### src/hw/rsseq_pkg.sv
// Constants, register map and state type for the reset sequencer.
// Assumes a single 25 MHz clock and classic Wishbone register access.
// What this block does
// [RQ1] Tell apart power-on, watchdog run/sleep, pin run/sleep and brown-out resets.
// [RQ2] Unaffected bits keep their contents through every reset except power-on.
// [RQ3] Resets load register reset state; watchdog wake-up resumes instead.
// [RQ4] Reset pin low pulses shorter than the filter length are ignored.
// [RQ5] Watchdog reset never drives the reset pin low.
// [RQ6] Internal tie select forces the reset pin inactive; no pull-up exists.
// [RQ7] Power-on detector holds reset at power-up only, not on later dips.
// [RQ8] Power-up timer gives a 72 ms hold after power-on or brown-out only.
// [RQ9] Power-up timer is disabled by a 1 and enabled by a 0.
// [RQ10] Configuring party should enable the power-up timer with brown-out detection.
// [RQ11] Start-up counter counts 1024 oscillator ticks after the power-up delay.
// [RQ12] Start-up count applies only in the three crystal modes.
// [RQ13] Delay totals per mode, timer setting and wake follow the time-out table.
// [RQ14] Brown-out enable 1 arms detection; long enough dips reset the device.
// [RQ15] Reset holds until supply is above threshold, then power-up timer runs.
// [RQ16] Brown-out during the power-up delay restarts it from zero.
// [RQ17] Power-up delay follows power-on pulse; external clock, timer off: none.
// [RQ18] Delays run from power-on regardless of pin; later pin release starts at once.
// [RQ19] Brown-out flag is cleared by brown-out and set by software.
// [RQ20] Power-on flag clears on power-on and is set by software writing 1.
// [RQ21] Timeout and power-down flags encode the reset cause as tabled.
// [RQ22] Status loads 0001 1xxx on power-on or brown-out, 000q quuu otherwise.
// [RQ23] Non-wake resets restart the program counter; wake continues.
// [RQ24] Internal reset releases only when every hold source is clear.
package rsseq_pkg;

  // Register indices; byte address is four times the index
  localparam logic [9:0]  CORE_STATUS_IDX    = 10'h003;
  localparam logic [9:0]  POWER_FLAGS_IDX    = 10'h08e;
  localparam int          ADDR_W             = 12;

  // Field positions
  localparam int          TIMEOUT_BIT        = 4;
  localparam int          POWERDOWN_BIT      = 3;
  localparam int          POR_FLAG_BIT       = 1;
  localparam int          BROWNOUT_FLAG_BIT  = 0;

  // Values after reset
  localparam logic [7:0]  STATUS_RST         = 8'h18;
  localparam logic [1:0]  POWER_FLAGS_RST    = 2'h0;

  // Oscillator mode codes
  localparam logic [2:0]  LOW_POWER_CRYSTAL_MODE    = 3'h0;
  localparam logic [2:0]  STANDARD_CRYSTAL_MODE     = 3'h1;
  localparam logic [2:0]  HIGH_SPEED_CRYSTAL_MODE   = 3'h2;
  localparam logic [2:0]  EXTERNAL_CLOCK_INPUT_MODE = 3'h3;
  localparam logic [2:0]  INTERNAL_OSC_MODE         = 3'h4;

  // Timing
  localparam longint      CLK_HZ             = 25000000;
  localparam longint      PUP_DELAY_MS       = 72;
  localparam int          PUP_DELAY_CYCLES   = int'((PUP_DELAY_MS * CLK_HZ) / 1000);
  localparam int          XTAL_WAIT_TICKS    = 1024;
  localparam int          PIN_FILTER_CYCLES  = 3;
  localparam int          DIP_MIN_CYCLES     = 4;

  typedef enum logic [1:0] {
    SEQ_HOLD,
    SEQ_PUP,
    SEQ_XTAL,
    SEQ_RUN
  } rsseq_state_type;

endpackage : rsseq_pkg

### src/hw/rsseq_top.sv
// Reset source merger and start-up sequencer with its cause flags.
// Assumes detector, pin and oscillator tick inputs synchronous to CLK.
`timescale 1ns/1ps
module rsseq_top #(
  parameter int PUP_CYCLES  = rsseq_pkg::PUP_DELAY_CYCLES,
  parameter int XTAL_TICKS  = rsseq_pkg::XTAL_WAIT_TICKS,
  parameter int PIN_FILTER  = rsseq_pkg::PIN_FILTER_CYCLES,
  parameter int DIP_MIN     = rsseq_pkg::DIP_MIN_CYCLES
) (
  input  wire logic                        CLK,
  input  wire logic                        RESET,
  input  wire logic                        POWER_ON_DET,
  input  wire logic                        BROWNOUT_DET,
  input  wire logic                        EXTERNAL_RESET_PIN_N,
  input  wire logic                        WATCHDOG_TIMEOUT,
  input  wire logic                        SLEEP_ACTIVE,
  input  wire logic                        OSC_TICK,
  input  wire logic                        POWERUP_TIMER_DISABLE,
  input  wire logic                        BROWNOUT_ENABLE,
  input  wire logic                        INTERNAL_RESET_TIE_SEL,
  input  wire logic [2:0]                  OSC_MODE,
  input  wire logic                        WB_CYC_I,
  input  wire logic                        WB_STB_I,
  input  wire logic                        WB_WE_I,
  input  wire logic [rsseq_pkg::ADDR_W-1:0] WB_ADR_I,
  input  wire logic [3:0]                  WB_SEL_I,
  input  wire logic [31:0]                 WB_DAT_I,
  output logic      [31:0]                 WB_DAT_O,
  output logic                             WB_ACK_O,
  output logic                             CORE_RESET,
  output logic                             REG_RESET_LOAD,
  output logic                             PC_RESTART,
  output logic                             WAKE_RESUME,
  output logic                             RESET_PIN_OE
);

  // Start-up counts must hold at least two steps, filter counts at least one
  if (PUP_CYCLES < 2 || XTAL_TICKS < 2 || PIN_FILTER < 1 || DIP_MIN < 1 ||
      PIN_FILTER > 65535 || DIP_MIN > 65535) begin : g_chk
    $error("rsseq_top: counts out of range");
  end

  rsseq_pkg::rsseq_state_type state_r;
  logic [31:0] pup_cnt_r;
  logic [31:0] xtal_cnt_r;
  logic [15:0] pin_cnt_r;
  logic [15:0] dip_cnt_r;
  logic        pin_low_r;
  logic        dip_low_r;
  logic        por_done_r;
  logic        wake_r;
  logic        wdog_rst_r;
  logic [7:0]  status_r;
  logic [1:0]  power_flags_r;
  logic        core_reset_nxt;
  logic        por_act;
  logic        dip_act;
  logic        pin_raw;
  logic        xtal_mode;
  logic        pin_fall;
  logic        wdog_run;
  logic        wdog_wake;
  logic        wb_req;
  logic        wr_status;
  logic        wr_flags;

  // Mode test used by both the start-up choice and the wake path
  function automatic logic is_crystal(input logic [2:0] mode);
    is_crystal = (mode == rsseq_pkg::LOW_POWER_CRYSTAL_MODE) ||
                 (mode == rsseq_pkg::STANDARD_CRYSTAL_MODE) ||
                 (mode == rsseq_pkg::HIGH_SPEED_CRYSTAL_MODE);
  endfunction : is_crystal

  assign xtal_mode = is_crystal(OSC_MODE);             // RQ12
  // Detector is honoured only until it first releases
  assign por_act   = POWER_ON_DET & ~por_done_r;       // RQ7
  assign dip_act   = BROWNOUT_ENABLE & dip_low_r;      // RQ14
  // Tie select ignores the pin entirely
  assign pin_raw   = ~INTERNAL_RESET_TIE_SEL & ~EXTERNAL_RESET_PIN_N; // RQ6
  assign pin_fall  = pin_raw & ~pin_low_r &
                     (pin_cnt_r == 16'(PIN_FILTER - 1));
  assign wdog_run  = WATCHDOG_TIMEOUT & ~SLEEP_ACTIVE & (state_r == rsseq_pkg::SEQ_RUN);
  assign wdog_wake = WATCHDOG_TIMEOUT & SLEEP_ACTIVE & (state_r == rsseq_pkg::SEQ_RUN);

  // Power-on detector is latched off after its first release
  always_ff @(posedge CLK) begin
    if (RESET) begin
      por_done_r <= 1'b0;
    end else if (!POWER_ON_DET) begin
      por_done_r <= 1'b1;                              // RQ7
    end
  end

  // Pin filter: low must persist, high releases at once
  always_ff @(posedge CLK) begin
    if (RESET) begin
      pin_cnt_r <= 16'h0000;
      pin_low_r <= 1'b0;
    end else if (!pin_raw) begin
      pin_cnt_r <= 16'h0000;
      pin_low_r <= 1'b0;
    end else if (pin_fall) begin
      pin_low_r <= 1'b1;                               // RQ4
    end else if (!pin_low_r) begin
      pin_cnt_r <= pin_cnt_r + 16'h0001;
    end
  end

  // Brown-out needs a minimum dip length before it counts
  always_ff @(posedge CLK) begin
    if (RESET) begin
      dip_cnt_r <= 16'h0000;
      dip_low_r <= 1'b0;
    end else if (!BROWNOUT_DET) begin
      dip_cnt_r <= 16'h0000;
      dip_low_r <= 1'b0;
    end else if (dip_cnt_r == 16'(DIP_MIN - 1)) begin
      dip_low_r <= 1'b1;                               // RQ14
    end else begin
      dip_cnt_r <= dip_cnt_r + 16'h0001;
    end
  end

  // Start-up sequencer; counts every CLK cycle as the timer's own tick
  always_ff @(posedge CLK) begin
    if (RESET) begin
      state_r    <= rsseq_pkg::SEQ_HOLD;
      pup_cnt_r  <= 32'h0000_0000;
      xtal_cnt_r <= 32'h0000_0000;
      wake_r     <= 1'b0;
    end else begin
      case (state_r)
        rsseq_pkg::SEQ_HOLD: begin
          pup_cnt_r  <= 32'h0000_0000;
          xtal_cnt_r <= 32'h0000_0000;
          wake_r     <= 1'b0;
          // Supply must be good before any delay starts
          if (!por_act && !dip_act) begin              // RQ15
            if (!POWERUP_TIMER_DISABLE) begin          // RQ9
              state_r <= rsseq_pkg::SEQ_PUP;           // RQ17
            end else if (xtal_mode) begin
              state_r <= rsseq_pkg::SEQ_XTAL;          // RQ13
            end else begin
              state_r <= rsseq_pkg::SEQ_RUN;           // RQ17
            end
          end
        end
        rsseq_pkg::SEQ_PUP: begin
          if (por_act || dip_act) begin
            state_r <= rsseq_pkg::SEQ_HOLD;            // RQ16
          end else if (pup_cnt_r == 32'(PUP_CYCLES - 1)) begin
            state_r <= xtal_mode ? rsseq_pkg::SEQ_XTAL : rsseq_pkg::SEQ_RUN; // RQ8
          end else begin
            pup_cnt_r <= pup_cnt_r + 32'h0000_0001;    // RQ8
          end
        end
        rsseq_pkg::SEQ_XTAL: begin
          if (por_act || dip_act) begin
            state_r <= rsseq_pkg::SEQ_HOLD;
          end else if (OSC_TICK) begin
            if (xtal_cnt_r == 32'(XTAL_TICKS - 1)) begin
              state_r <= rsseq_pkg::SEQ_RUN;           // RQ11
            end else begin
              xtal_cnt_r <= xtal_cnt_r + 32'h0000_0001; // RQ11
            end
          end
        end
        default: begin
          xtal_cnt_r <= 32'h0000_0000;
          wake_r     <= 1'b0;
          if (por_act || dip_act) begin
            state_r <= rsseq_pkg::SEQ_HOLD;            // RQ14
          end else if (wdog_wake && xtal_mode) begin
            // Wake waits for the crystal but is no reset
            state_r <= rsseq_pkg::SEQ_XTAL;            // RQ13
            wake_r  <= 1'b1;
          end
        end
      endcase
    end
  end

  // Watchdog reset is an internal pulse only, as long as the timeout input
  always_ff @(posedge CLK) begin
    if (RESET) begin
      wdog_rst_r <= 1'b0;
    end else begin
      wdog_rst_r <= wdog_run;                          // RQ5
    end
  end

  // Reset pin is input only; nothing here ever drives it
  always_ff @(posedge CLK) begin
    if (RESET) begin
      RESET_PIN_OE <= 1'b0;
    end else begin
      RESET_PIN_OE <= 1'b0;                            // RQ5
    end
  end

  // Merge every hold source; the pin never restarts the timers
  always_comb begin
    core_reset_nxt = 1'b0;
    if (state_r == rsseq_pkg::SEQ_HOLD || state_r == rsseq_pkg::SEQ_PUP) begin
      core_reset_nxt = 1'b1;                           // RQ24
    end else if (state_r == rsseq_pkg::SEQ_XTAL && !wake_r) begin
      core_reset_nxt = 1'b1;                           // RQ24
    end else if (pin_low_r || wdog_rst_r) begin
      core_reset_nxt = 1'b1;                           // RQ18
    end
  end

  // Reset output and its edge pulses
  always_ff @(posedge CLK) begin
    if (RESET) begin
      CORE_RESET     <= 1'b1;
      REG_RESET_LOAD <= 1'b1;
      PC_RESTART     <= 1'b0;
      WAKE_RESUME    <= 1'b0;
    end else begin
      CORE_RESET     <= core_reset_nxt;
      // Loaded on reset entry; a watchdog wake never loads it
      REG_RESET_LOAD <= core_reset_nxt & ~CORE_RESET;  // RQ3
      PC_RESTART     <= ~core_reset_nxt & CORE_RESET;  // RQ23
      WAKE_RESUME    <= (wdog_wake & ~xtal_mode) |
                        (wake_r & (state_r == rsseq_pkg::SEQ_XTAL) &
                         OSC_TICK & (xtal_cnt_r == 32'(XTAL_TICKS - 1))); // RQ23
    end
  end

  assign wb_req    = WB_CYC_I & WB_STB_I & ~WB_ACK_O;
  assign wr_status = wb_req & WB_WE_I & WB_SEL_I[0] &
                     (WB_ADR_I[11:2] == rsseq_pkg::CORE_STATUS_IDX);
  assign wr_flags  = wb_req & WB_WE_I & WB_SEL_I[0] &
                     (WB_ADR_I[11:2] == rsseq_pkg::POWER_FLAGS_IDX);

  // Status register: software owns all but the two cause flags.
  // Hardware events are applied last so they beat a same-cycle write.
  always_ff @(posedge CLK) begin
    if (RESET) begin
      status_r <= rsseq_pkg::STATUS_RST;               // RQ22
    end else begin
      if (wr_status) begin
        status_r[7:5] <= WB_DAT_I[7:5];
        status_r[2:0] <= WB_DAT_I[2:0];
      end
      if (por_act || dip_act) begin                    // RQ2
        // Low bits kept: no detector event touches them; only the RESET input or a software write clears them
        status_r[7:3] <= 5'h03;                        // RQ22
      end else if (wdog_run) begin
        status_r[7:5] <= 3'h0;                         // RQ22
        status_r[rsseq_pkg::TIMEOUT_BIT] <= 1'b0;      // RQ21
      end else if (wdog_wake) begin
        status_r[rsseq_pkg::TIMEOUT_BIT]   <= 1'b0;    // RQ21
        status_r[rsseq_pkg::POWERDOWN_BIT] <= 1'b0;    // RQ21
      end else if (pin_fall && SLEEP_ACTIVE) begin
        status_r[7:5] <= 3'h0;                         // RQ22
        status_r[rsseq_pkg::TIMEOUT_BIT]   <= 1'b1;    // RQ21
        status_r[rsseq_pkg::POWERDOWN_BIT] <= 1'b0;    // RQ21
      end else if (pin_fall) begin
        status_r[7:5] <= 3'h0;                         // RQ1
      end
    end
  end

  // Power flags: cleared by their events, set by software
  always_ff @(posedge CLK) begin
    if (RESET) begin
      power_flags_r <= rsseq_pkg::POWER_FLAGS_RST;     // RQ20
    end else begin
      if (wr_flags) begin
        power_flags_r <= WB_DAT_I[1:0];                // RQ19
      end
      if (por_act) begin
        power_flags_r[rsseq_pkg::POR_FLAG_BIT] <= 1'b0; // RQ20
      end else if (dip_act) begin
        power_flags_r[rsseq_pkg::BROWNOUT_FLAG_BIT] <= 1'b0; // RQ19
      end
    end
  end

  // Wishbone slave: one wait state, unmapped reads return zero
  always_ff @(posedge CLK) begin
    if (RESET) begin
      WB_ACK_O <= 1'b0;
      WB_DAT_O <= 32'h0000_0000;
    end else begin
      WB_ACK_O <= wb_req;
      WB_DAT_O <= 32'h0000_0000;
      if (WB_ADR_I[11:2] == rsseq_pkg::CORE_STATUS_IDX) begin
        WB_DAT_O[7:0] <= status_r;
      end else if (WB_ADR_I[11:2] == rsseq_pkg::POWER_FLAGS_IDX) begin
        WB_DAT_O[1:0] <= power_flags_r;
      end
    end
  end

endmodule : rsseq_top

### config.mk
export PLATFORM = sky130hd
export DESIGN_NAME = rsseq_top
export DESIGN_NICKNAME = d
export VERILOG_FILES = /design/src/hw/rsseq_pkg.sv /design/src/hw/rsseq_top.sv
export SDC_FILE = /design/constraint.sdc
export NUM_CORES = 1
export LEC_CHECK = 0
export ABC_AREA = 1
export ABC_CLOCK_PERIOD_IN_PS = 2210
export BUFFER_PORTS_ARGS = -buffer_cell sky130_fd_sc_hd__buf_2
export CAP_MARGIN = 20
export CORE_UTILIZATION = 59
export DETAILED_ROUTE_END_ITERATION = 8
export GPL_TIMING_DRIVEN = 0
export PLACE_DENSITY = 0.87
export RECOVER_POWER = 25
export SLEW_MARGIN = 25
export SYNTH_ARGS = -nofsm -noshare
export SYNTH_HDL_FRONTEND = slang
export SYNTH_SLANG_ARGS = --single-unit
### constraint.sdc
create_clock -name CLK -period 2.21 [get_ports CLK]
set_input_delay 0.221 -clock CLK [delete_from_list [all_inputs] [get_ports CLK]]
set_output_delay 0.221 -clock CLK [all_outputs]
set_load 0.005 [all_outputs]
==> reports/results.tsv, run 1 <==
stage	metric	value	unit
clock_tree	CTS Sinks	126	
clock_tree	number of CTS-inserted buffers	17	
placed_design	setup slack at placement	191	ps
critical_path	Critical Path AT	2310	ps
critical_path	CP Capture Type	register	
grt	GRT Total Usage	0.297	
clock_tree	clock buffer depth	2	
timing	Sum Neg Setup Slack	0	ps
route	Iteration-0 DRC Markers	651	
layout	share of layout cells above drive strength 1	0.0956	
layout	# diodes	0	
logic_synthesis	Mapped Area	7730	µm²
pwr	P_leak	0.00339	µW
clock_tree	Clock Latency Late Sink	430	ps
critical_path	Reg2Reg Depth	11	
layout	Final nets	1433	
pwr	Comb power frac	0.265	
timing	Peak Freq	503	MHz
timing	slew margin rel.	0.562	
clock_tree	Setup Fix Bufs, Post-CTS	0	
layout	fin util	0.694	
critical_path	Crit Path Max Fanout	10	
clock_tree	Clock transition at path regs	60	ps
pwr	Pint	4330	µW
timing	Worst Skew	8.74	ps
timing	# setup viols final	0	
grt	initial antenna violation count	0	
pwr	clock power share	0.382	
placed_design	post-DP HPWL	14.4	mm
clock_tree	Root Driver	clkbuf_16	
logic_synthesis	Mean Syn Cell Area	6.09	µm²
placed_design	gpl congestion	0.963	
timing	RSZ-0062 raised after global routing	no	
timing	min Tclk post-route	1990	ps
pwr	Cell Pwr Density	763	nW/µm²
grt	total grt overflow	0	
grt	vias in the first global route	7098	
critical_path	critical path data required time	2530	ps
logic_synthesis	Yosys warnings	0	
min_path	hold crit path type	in -> reg	
layout	non-filler cells, final	1543	
logic_synthesis	Unique masters post-synth	38	
grt	largest net degree at the start of global routing	17	
pwr	P_sw	2390	µW
layout	most common cell after layout, fill and taps aside	nand2_1	
logic_synthesis	ys flop type	dfxtp_1	
logic_synthesis	Post-synth EDFFs	0	
placed_design	Placed Cells	1511	
route	via/cell ratio	5.24	
layout	most frequent cells in the layout	nand2_1, nor2_1, inv_1	
floorplanning	Die Footprint	13600	µm²
pwr	worst vdd ir	573	µV
pwr	sw frac	0.356	
route	post-route ant nets	0	
logic_synthesis	Syn Inst Count	1269	
route	1st-pass router iterations	5	
run_status	run status	completed	
floorplanning	Starting Density	0.610	
route	WL per Instance	12.6	µm
route	Remaining DRCs	0	
critical_path	CP startpoint kind	register	
floorplanning	Row Count	41	
route	DR vias	8079	
timing	final worst setup slack	222	ps
pwr	sequential power share	0.353	
layout	area grow syn2layout	13.8	%
floorplanning	Chip Width	116	µm
logic_synthesis	register area share after synthesis	0.326	
timing	fin crit share	0.900	
clock_tree	CTS tree	done	
logic_synthesis	asr flop ratio synth	0	
grt	first-pass GRT wire length	31.5	mm
route	Routed WL	19.4	mm
placed_design	Port Buf Inserts	46	
logic_synthesis	FF+latch count, synth	126	
floorplanning	number of I/O pins	103	
critical_path	critical path type	reg -> reg	
timing	Hold Vio Cnt, Final	0	
floorplanning	core area	12700	µm²
run	Max Cap Viol	0	
min_path	Hold Path Depth	2	
floorplanning	Die Ht	116	µm
timing	max-slew violations	0	
clock_tree	H-Tree Depth	4	
timing	Worst-Margin Slew	652	ps
-- final cells by class --
class | instances | area [µm²]
Clock inverter | 11 | 85.1
Tap cell | 172 | 215
Multi-Input combinational cell | 978 | 4430
Sequential cell | 126 | 2520
Timing Repair Buffer | 46 | 218
Inverter | 134 | 503
Clock buffer | 21 | 460
Fill cell | 1150 | 3870
Buffer | 55 | 359
-- through the flow --
step | power [µW] | hold WS (ps) | cell area, µm²
after detailed placement | 4150 | 418 | 8260
after global placement | 4110 | 414 | 8260
after global routing | 7030 | 5.35 | 8800
after CTS | 6700 | 2.19 | 8810
final | 6710 | 7.78 | 8800
after floorplan | 3650 | 300 | 7820
-- registers in the layout (all words and copies together) (netlist names), 2 cells and up --
register	cells
state_r	2
pin_cnt_r	16
dip_cnt_r	16
power_flags_r	2
status_r	8
xtal_cnt_r	32
pup_cnt_r	32
WB_DAT_O	8
-- critical path, stage by stage, from the launching register on --
cell,delay [ps]
dfxtp_1,400
ha_2,300
inv_2,70
nor2_4,210
nand2_4,120
nor2_2,130
nand2_2,90
nand2_4,80
nand2_4,80
buf_4,190
a21oi_1,140
nor2_1,50
-- Yosys cell counts (6+ instances only) --
cell type	instances	area, µm²
nor3_1	23	115
a21oi_1	88	440
nor2_1	264	991
inv_1	128	480
nand2_1	351	1320
ha_1	10	125
xor2_1	29	254
clkbuf_1	13	48.8
dfxtp_1	126	2520
o21ai_0	29	145
nand4_1	21	131
buf_4	28	210
buf_2	6	30.0
nand3_1	96	480
-- power by group through the flow --
stage	sequential, µW	combinational, µW	clock, µW
detailed placement	2420	1730	0
floorplan	2410	1250	0
global placement	2410	1700	0
global route	2370	1960	2690
CTS	2370	1750	2580
finish	2370	1780	2570
-- kinds of logic after synthesis --
logic type               synth area share
flip-flops                          0.326
XOR/XNOR                           0.0374
buffers and inverters               0.111
AND/OR/NAND/NOR                     0.424
adder cells (fa/ha/maj)            0.0162
other                            0.000485
AO/OA/AOI/OAI                      0.0845
-- worst paths after layout --
check                                   from                         end  slack [ps]
setup / recovery  xtal_cnt_r[1]$_SDFFE_PP0P_  xtal_cnt_r[4]$_SDFFE_PP0P_         220
setup reg to reg  xtal_cnt_r[1]$_SDFFE_PP0P_  xtal_cnt_r[4]$_SDFFE_PP0P_         220
hold / removal                  SLEEP_ACTIVE       wdog_rst_r$_SDFF_PP0_           8
hold reg to reg     status_r[4]$_SDFFE_PP1P_      WB_DAT_O[4]$_SDFF_PP0_         430
-- timing repair --
action | in CTS | in global routing
endpoints found under the setup margin | 0 | 4
resized for setup | 0 | 4
hold buffers | 0 | 0
-- layer usage --
layer,GRT usage,up-vias,routed length (µm),share of wire
li1,-,4139,-,-
met1,0.371,3626,8600,0.44
met2,0.490,277,9060,0.47
met3,0.0633,37,1290,0.066
met4,0.135,0,456,0.024
met5,0,-,0,0
No activity file was read; power rests on OpenSTA's default activity.
==> run 2: changes to the inputs <==
Settings changed: GPL_TIMING_DRIVEN 0 to default, REMOVE_ABC_BUFFERS from default to 1, SETUP_SLACK_MARGIN from default to 0.3.
==> run 2 against run 1 <==
  * Register-to-register slack gained 160 ps
  * Critical endpoint is now pup_cnt_r[3]$_SDFFE_PP0P_
  * Final area fell by 0.46%
  * Largest cell class unchanged
  * Clock skew down 3.1 ps
  * Total power rose by 3.7%
  * Worst setup slack improved by 160 ps
  * Combinational power increased by 3%
  * Via count decreased by 1.2%
  * First-iteration DRC count decreased by 1.2%
  * Clock-buffer cell count is the same
  * Sequential share of layout area increased by 0.19 points
  * Non-clock buffer count down 34
  * Cell count decreased by 2.2%
==> reports/results.tsv, run 2 (synthesis results as in run 1) <==
stage	metric	value	unit	change
grt	vias in the first global route	7092		was 7098
route	1st-pass router iterations	5		unchanged
grt	first-pass GRT wire length	31.5	mm	about the same
critical_path	CP startpoint kind	register		unchanged
route	wl on met1	8.50	mm	was 8.60 mm
critical_path	Slowest-stage cell, CP	dfxtp_1		unchanged
floorplanning	Row Count	41		unchanged
layout	# diodes	0		unchanged
timing	Sum Neg Setup Slack	0	ps	unchanged
timing	RSZ-0062 raised after global routing	yes		was no
pwr	sequential power share	0.340		was 0.353
clock_tree	Clock transition at path regs	60	ps	about the same
pwr	clock power share	0.396		was 0.382
layout	FILL cells	1103		was 1150
layout	most frequent cells in the layout	nand2_1, nor2_1, inv_1		unchanged
timing	fin crit share	0.828		was 0.900
timing	Peak Freq	546	MHz	was 503 MHz
critical_path	critical path type	reg -> reg		unchanged
grt	initial antenna violation count	1		was 0
grt	total grt overflow	0		unchanged
timing	Hold Vio Cnt, Final	0		unchanged
layout	most common cell after layout, fill and taps aside	nand2_1		unchanged
layout	Reg area	2530	µm²	was 2520 µm²
route	DR WL met3	1.27	mm	was 1.29 mm
pwr	P_leak	0.00332	µW	was 0.00339 µW
clock_tree	CTS tree	done		unchanged
timing	# setup viols final	0		unchanged
timing	Worst-Margin Slew	573	ps	was 652 ps
timing	slew margin rel.	0.618		was 0.562
clock_tree	Clock Latency Late Sink	430	ps	about the same
layout	largest registers	pup_cnt_r (32), xtal_cnt_r (32)		unchanged
run_status	run status	completed		unchanged
route	WL per Instance	12.9	µm	was 12.6 µm
layout	non-filler cells, final	1509		was 1543
route	Remaining DRCs	0		unchanged
route	DR vias	7979		was 8079
clock_tree	number of CTS-inserted buffers	17		unchanged
clock_tree	CTS Hold Buffers Added	0		unchanged
route	via/cell ratio	5.29		was 5.24
critical_path	slowest cell delay on critical path	400	ps	about the same
route	Iteration-0 DRC Markers	643		was 651
critical_path	CP Capture Type	register		unchanged
layout	area grow syn2layout	13.3	%	was 13.8%
placed_design	Port Buf Inserts	46		unchanged
pwr	worst vdd ir	574	µV	was 573 µV
route	Routed WL	19.4	mm	about the same
grt	largest net degree at the start of global routing	44		was 17
critical_path	critical path cell sequence	inv_1 -> ha_1 -> buf_4 -> o21ai_4 -> nand2_4 -> buf_4 -> inv_2 -> nand2_1 -> a21oi_1		was ha_2 -> inv_2 -> nor2_4 -> nand2_4 -> nor2_2 -> nand2_2 -> nand2_4 -> nand2_4 -> buf_4 -> a21oi_1 -> nor2_1
floorplanning	core area	12700	µm²	unchanged
floorplanning	Die Ht	116	µm	unchanged
route	post-route ant nets	0		unchanged
clock_tree	Root Driver	clkbuf_16		unchanged
pwr	P_sw	2370	µW	was 2390 µW
critical_path	CP dominant cell by count	buf_4		was nand2_4
clock_tree	clock buffer depth	2		unchanged
clock_tree	CTS Sinks	126		unchanged
layout	share of layout cells above drive strength 1	0.0957		was 0.0956
placed_design	Placed Cells	1470		was 1511
placed_design	gpl congestion	0.909		was 0.963
pwr	sw frac	0.341		was 0.356
pwr	Comb power frac	0.264		was 0.265
clock_tree	H-Tree Depth	4		unchanged
critical_path	Crit Path Max Fanout	11		was 10
critical_path	critical path's top delay family	buffers and inverters		was simple AND/OR/NAND/NOR gates
route	met2 WL	9.18	mm	was 9.06 mm
timing	max-slew violations	0		unchanged
pwr	Pint	4590	µW	was 4330 µW
layout	area of the multi-input gates	4550	µm²	was 4430 µm²
run	Max Cap Viol	0		unchanged
floorplanning	number of I/O pins	103		unchanged
floorplanning	Starting Density	0.610		unchanged
min_path	hold crit path type	in -> reg		unchanged
timing	Worst Skew	5.60	ps	was 8.74 ps
placed_design	post-DP HPWL	13.4	mm	was 14.4 mm
layout	Final nets	1400		was 1433
grt	GRT Total Usage	0.293		was 0.297
route	Max Used Layer	met4		unchanged
floorplanning	Chip Width	116	µm	unchanged
critical_path	WP buf/inv	4		was 2
timing	min Tclk post-route	1830	ps	was 1990 ps
critical_path	Critical Path AT	2190	ps	was 2310 ps
floorplanning	Die Footprint	13600	µm²	unchanged
critical_path	critical path data required time	2570	ps	was 2530 ps
pwr	Cell Pwr Density	795	nW/µm²	was 763 nW/µm²
run 2: changes by cell type in the layout (fill, tap and decap cells not counted), sizes merged:
cell and delta:
clkbuf -18, buf -16, clkinv -1, bufinv +2
nand2 +1, inv -2
run 2: worst paths after layout:
kind	cells past startpoint	slack [ps]	start	endpoint
hold / removal	2	20	SLEEP_ACTIVE	wdog_rst_r$_SDFF_PP0_
hold reg to reg	2	430	status_r[7]$_SDFF_PP0_	WB_DAT_O[7]$_SDFF_PP0_
setup reg to reg	9	380	state_r[1]$_SDFFE_PP0P_	pup_cnt_r[3]$_SDFFE_PP0P_
setup / recovery	9	380	state_r[1]$_SDFFE_PP0P_	pup_cnt_r[3]$_SDFFE_PP0P_
run 2: metal layers:
metal	up-vias	track usage
met2	271	0.482
met3	50	0.0690
met4	0	0.112
met1	3584	0.371
met5	-	0
li1	4074	-
run 2: power by group through the flow:
stage | combinational, µW | clock (µW) | sequential [µW]
detailed placement | 1570 | 0 | 2410
finish | 1840 | 2750 | 2370
floorplan | 965 | 0 | 2410
global placement | 1540 | 0 | 2410
global route | 1990 | 2880 | 2370
CTS | 1590 | 2760 | 2360
run 2: final cells by class:
type / count / share of cell area
Multi-Input combinational cell: 979 / 0.520
Tap cell: 172 / 0.0246
Sequential cell: 126 / 0.289
Inverter: 134 / 0.0574
Clock inverter: 10 / 0.0131
Timing Repair Buffer: 67 / 0.0441
Clock buffer: 21 / 0.0526
run 2: what timing repair did:
item,CTS,global route
gates cloned,0,1
setup endpoints to repair,32,65
pin swaps,1,4
buffers inserted,0,7
gates resized for setup,3,24
run 2: per-stage QoR:
| step | utilization | worst slack [ps] | hold slack [ps] | instance area, µm² | total power [µW] |
|---|---|---|---|---|---|
| 4_1_cts | 0.679 | 294 | 5.20 | 8600 | 6710 |
| 5_1_grt | 0.691 | 269 | 30.6 | 8760 | 7250 |
| 6_report | 0.691 | 380 | 22.6 | 8760 | 6960 |
| 3_3_place_gp | 0.632 | 244 | 414 | 8010 | 3950 |
| 2_1_floorplan | - | 107 | 290 | 7460 | 3370 |
| 3_5_place_dp | 0.632 | 163 | 417 | 8010 | 3980 |
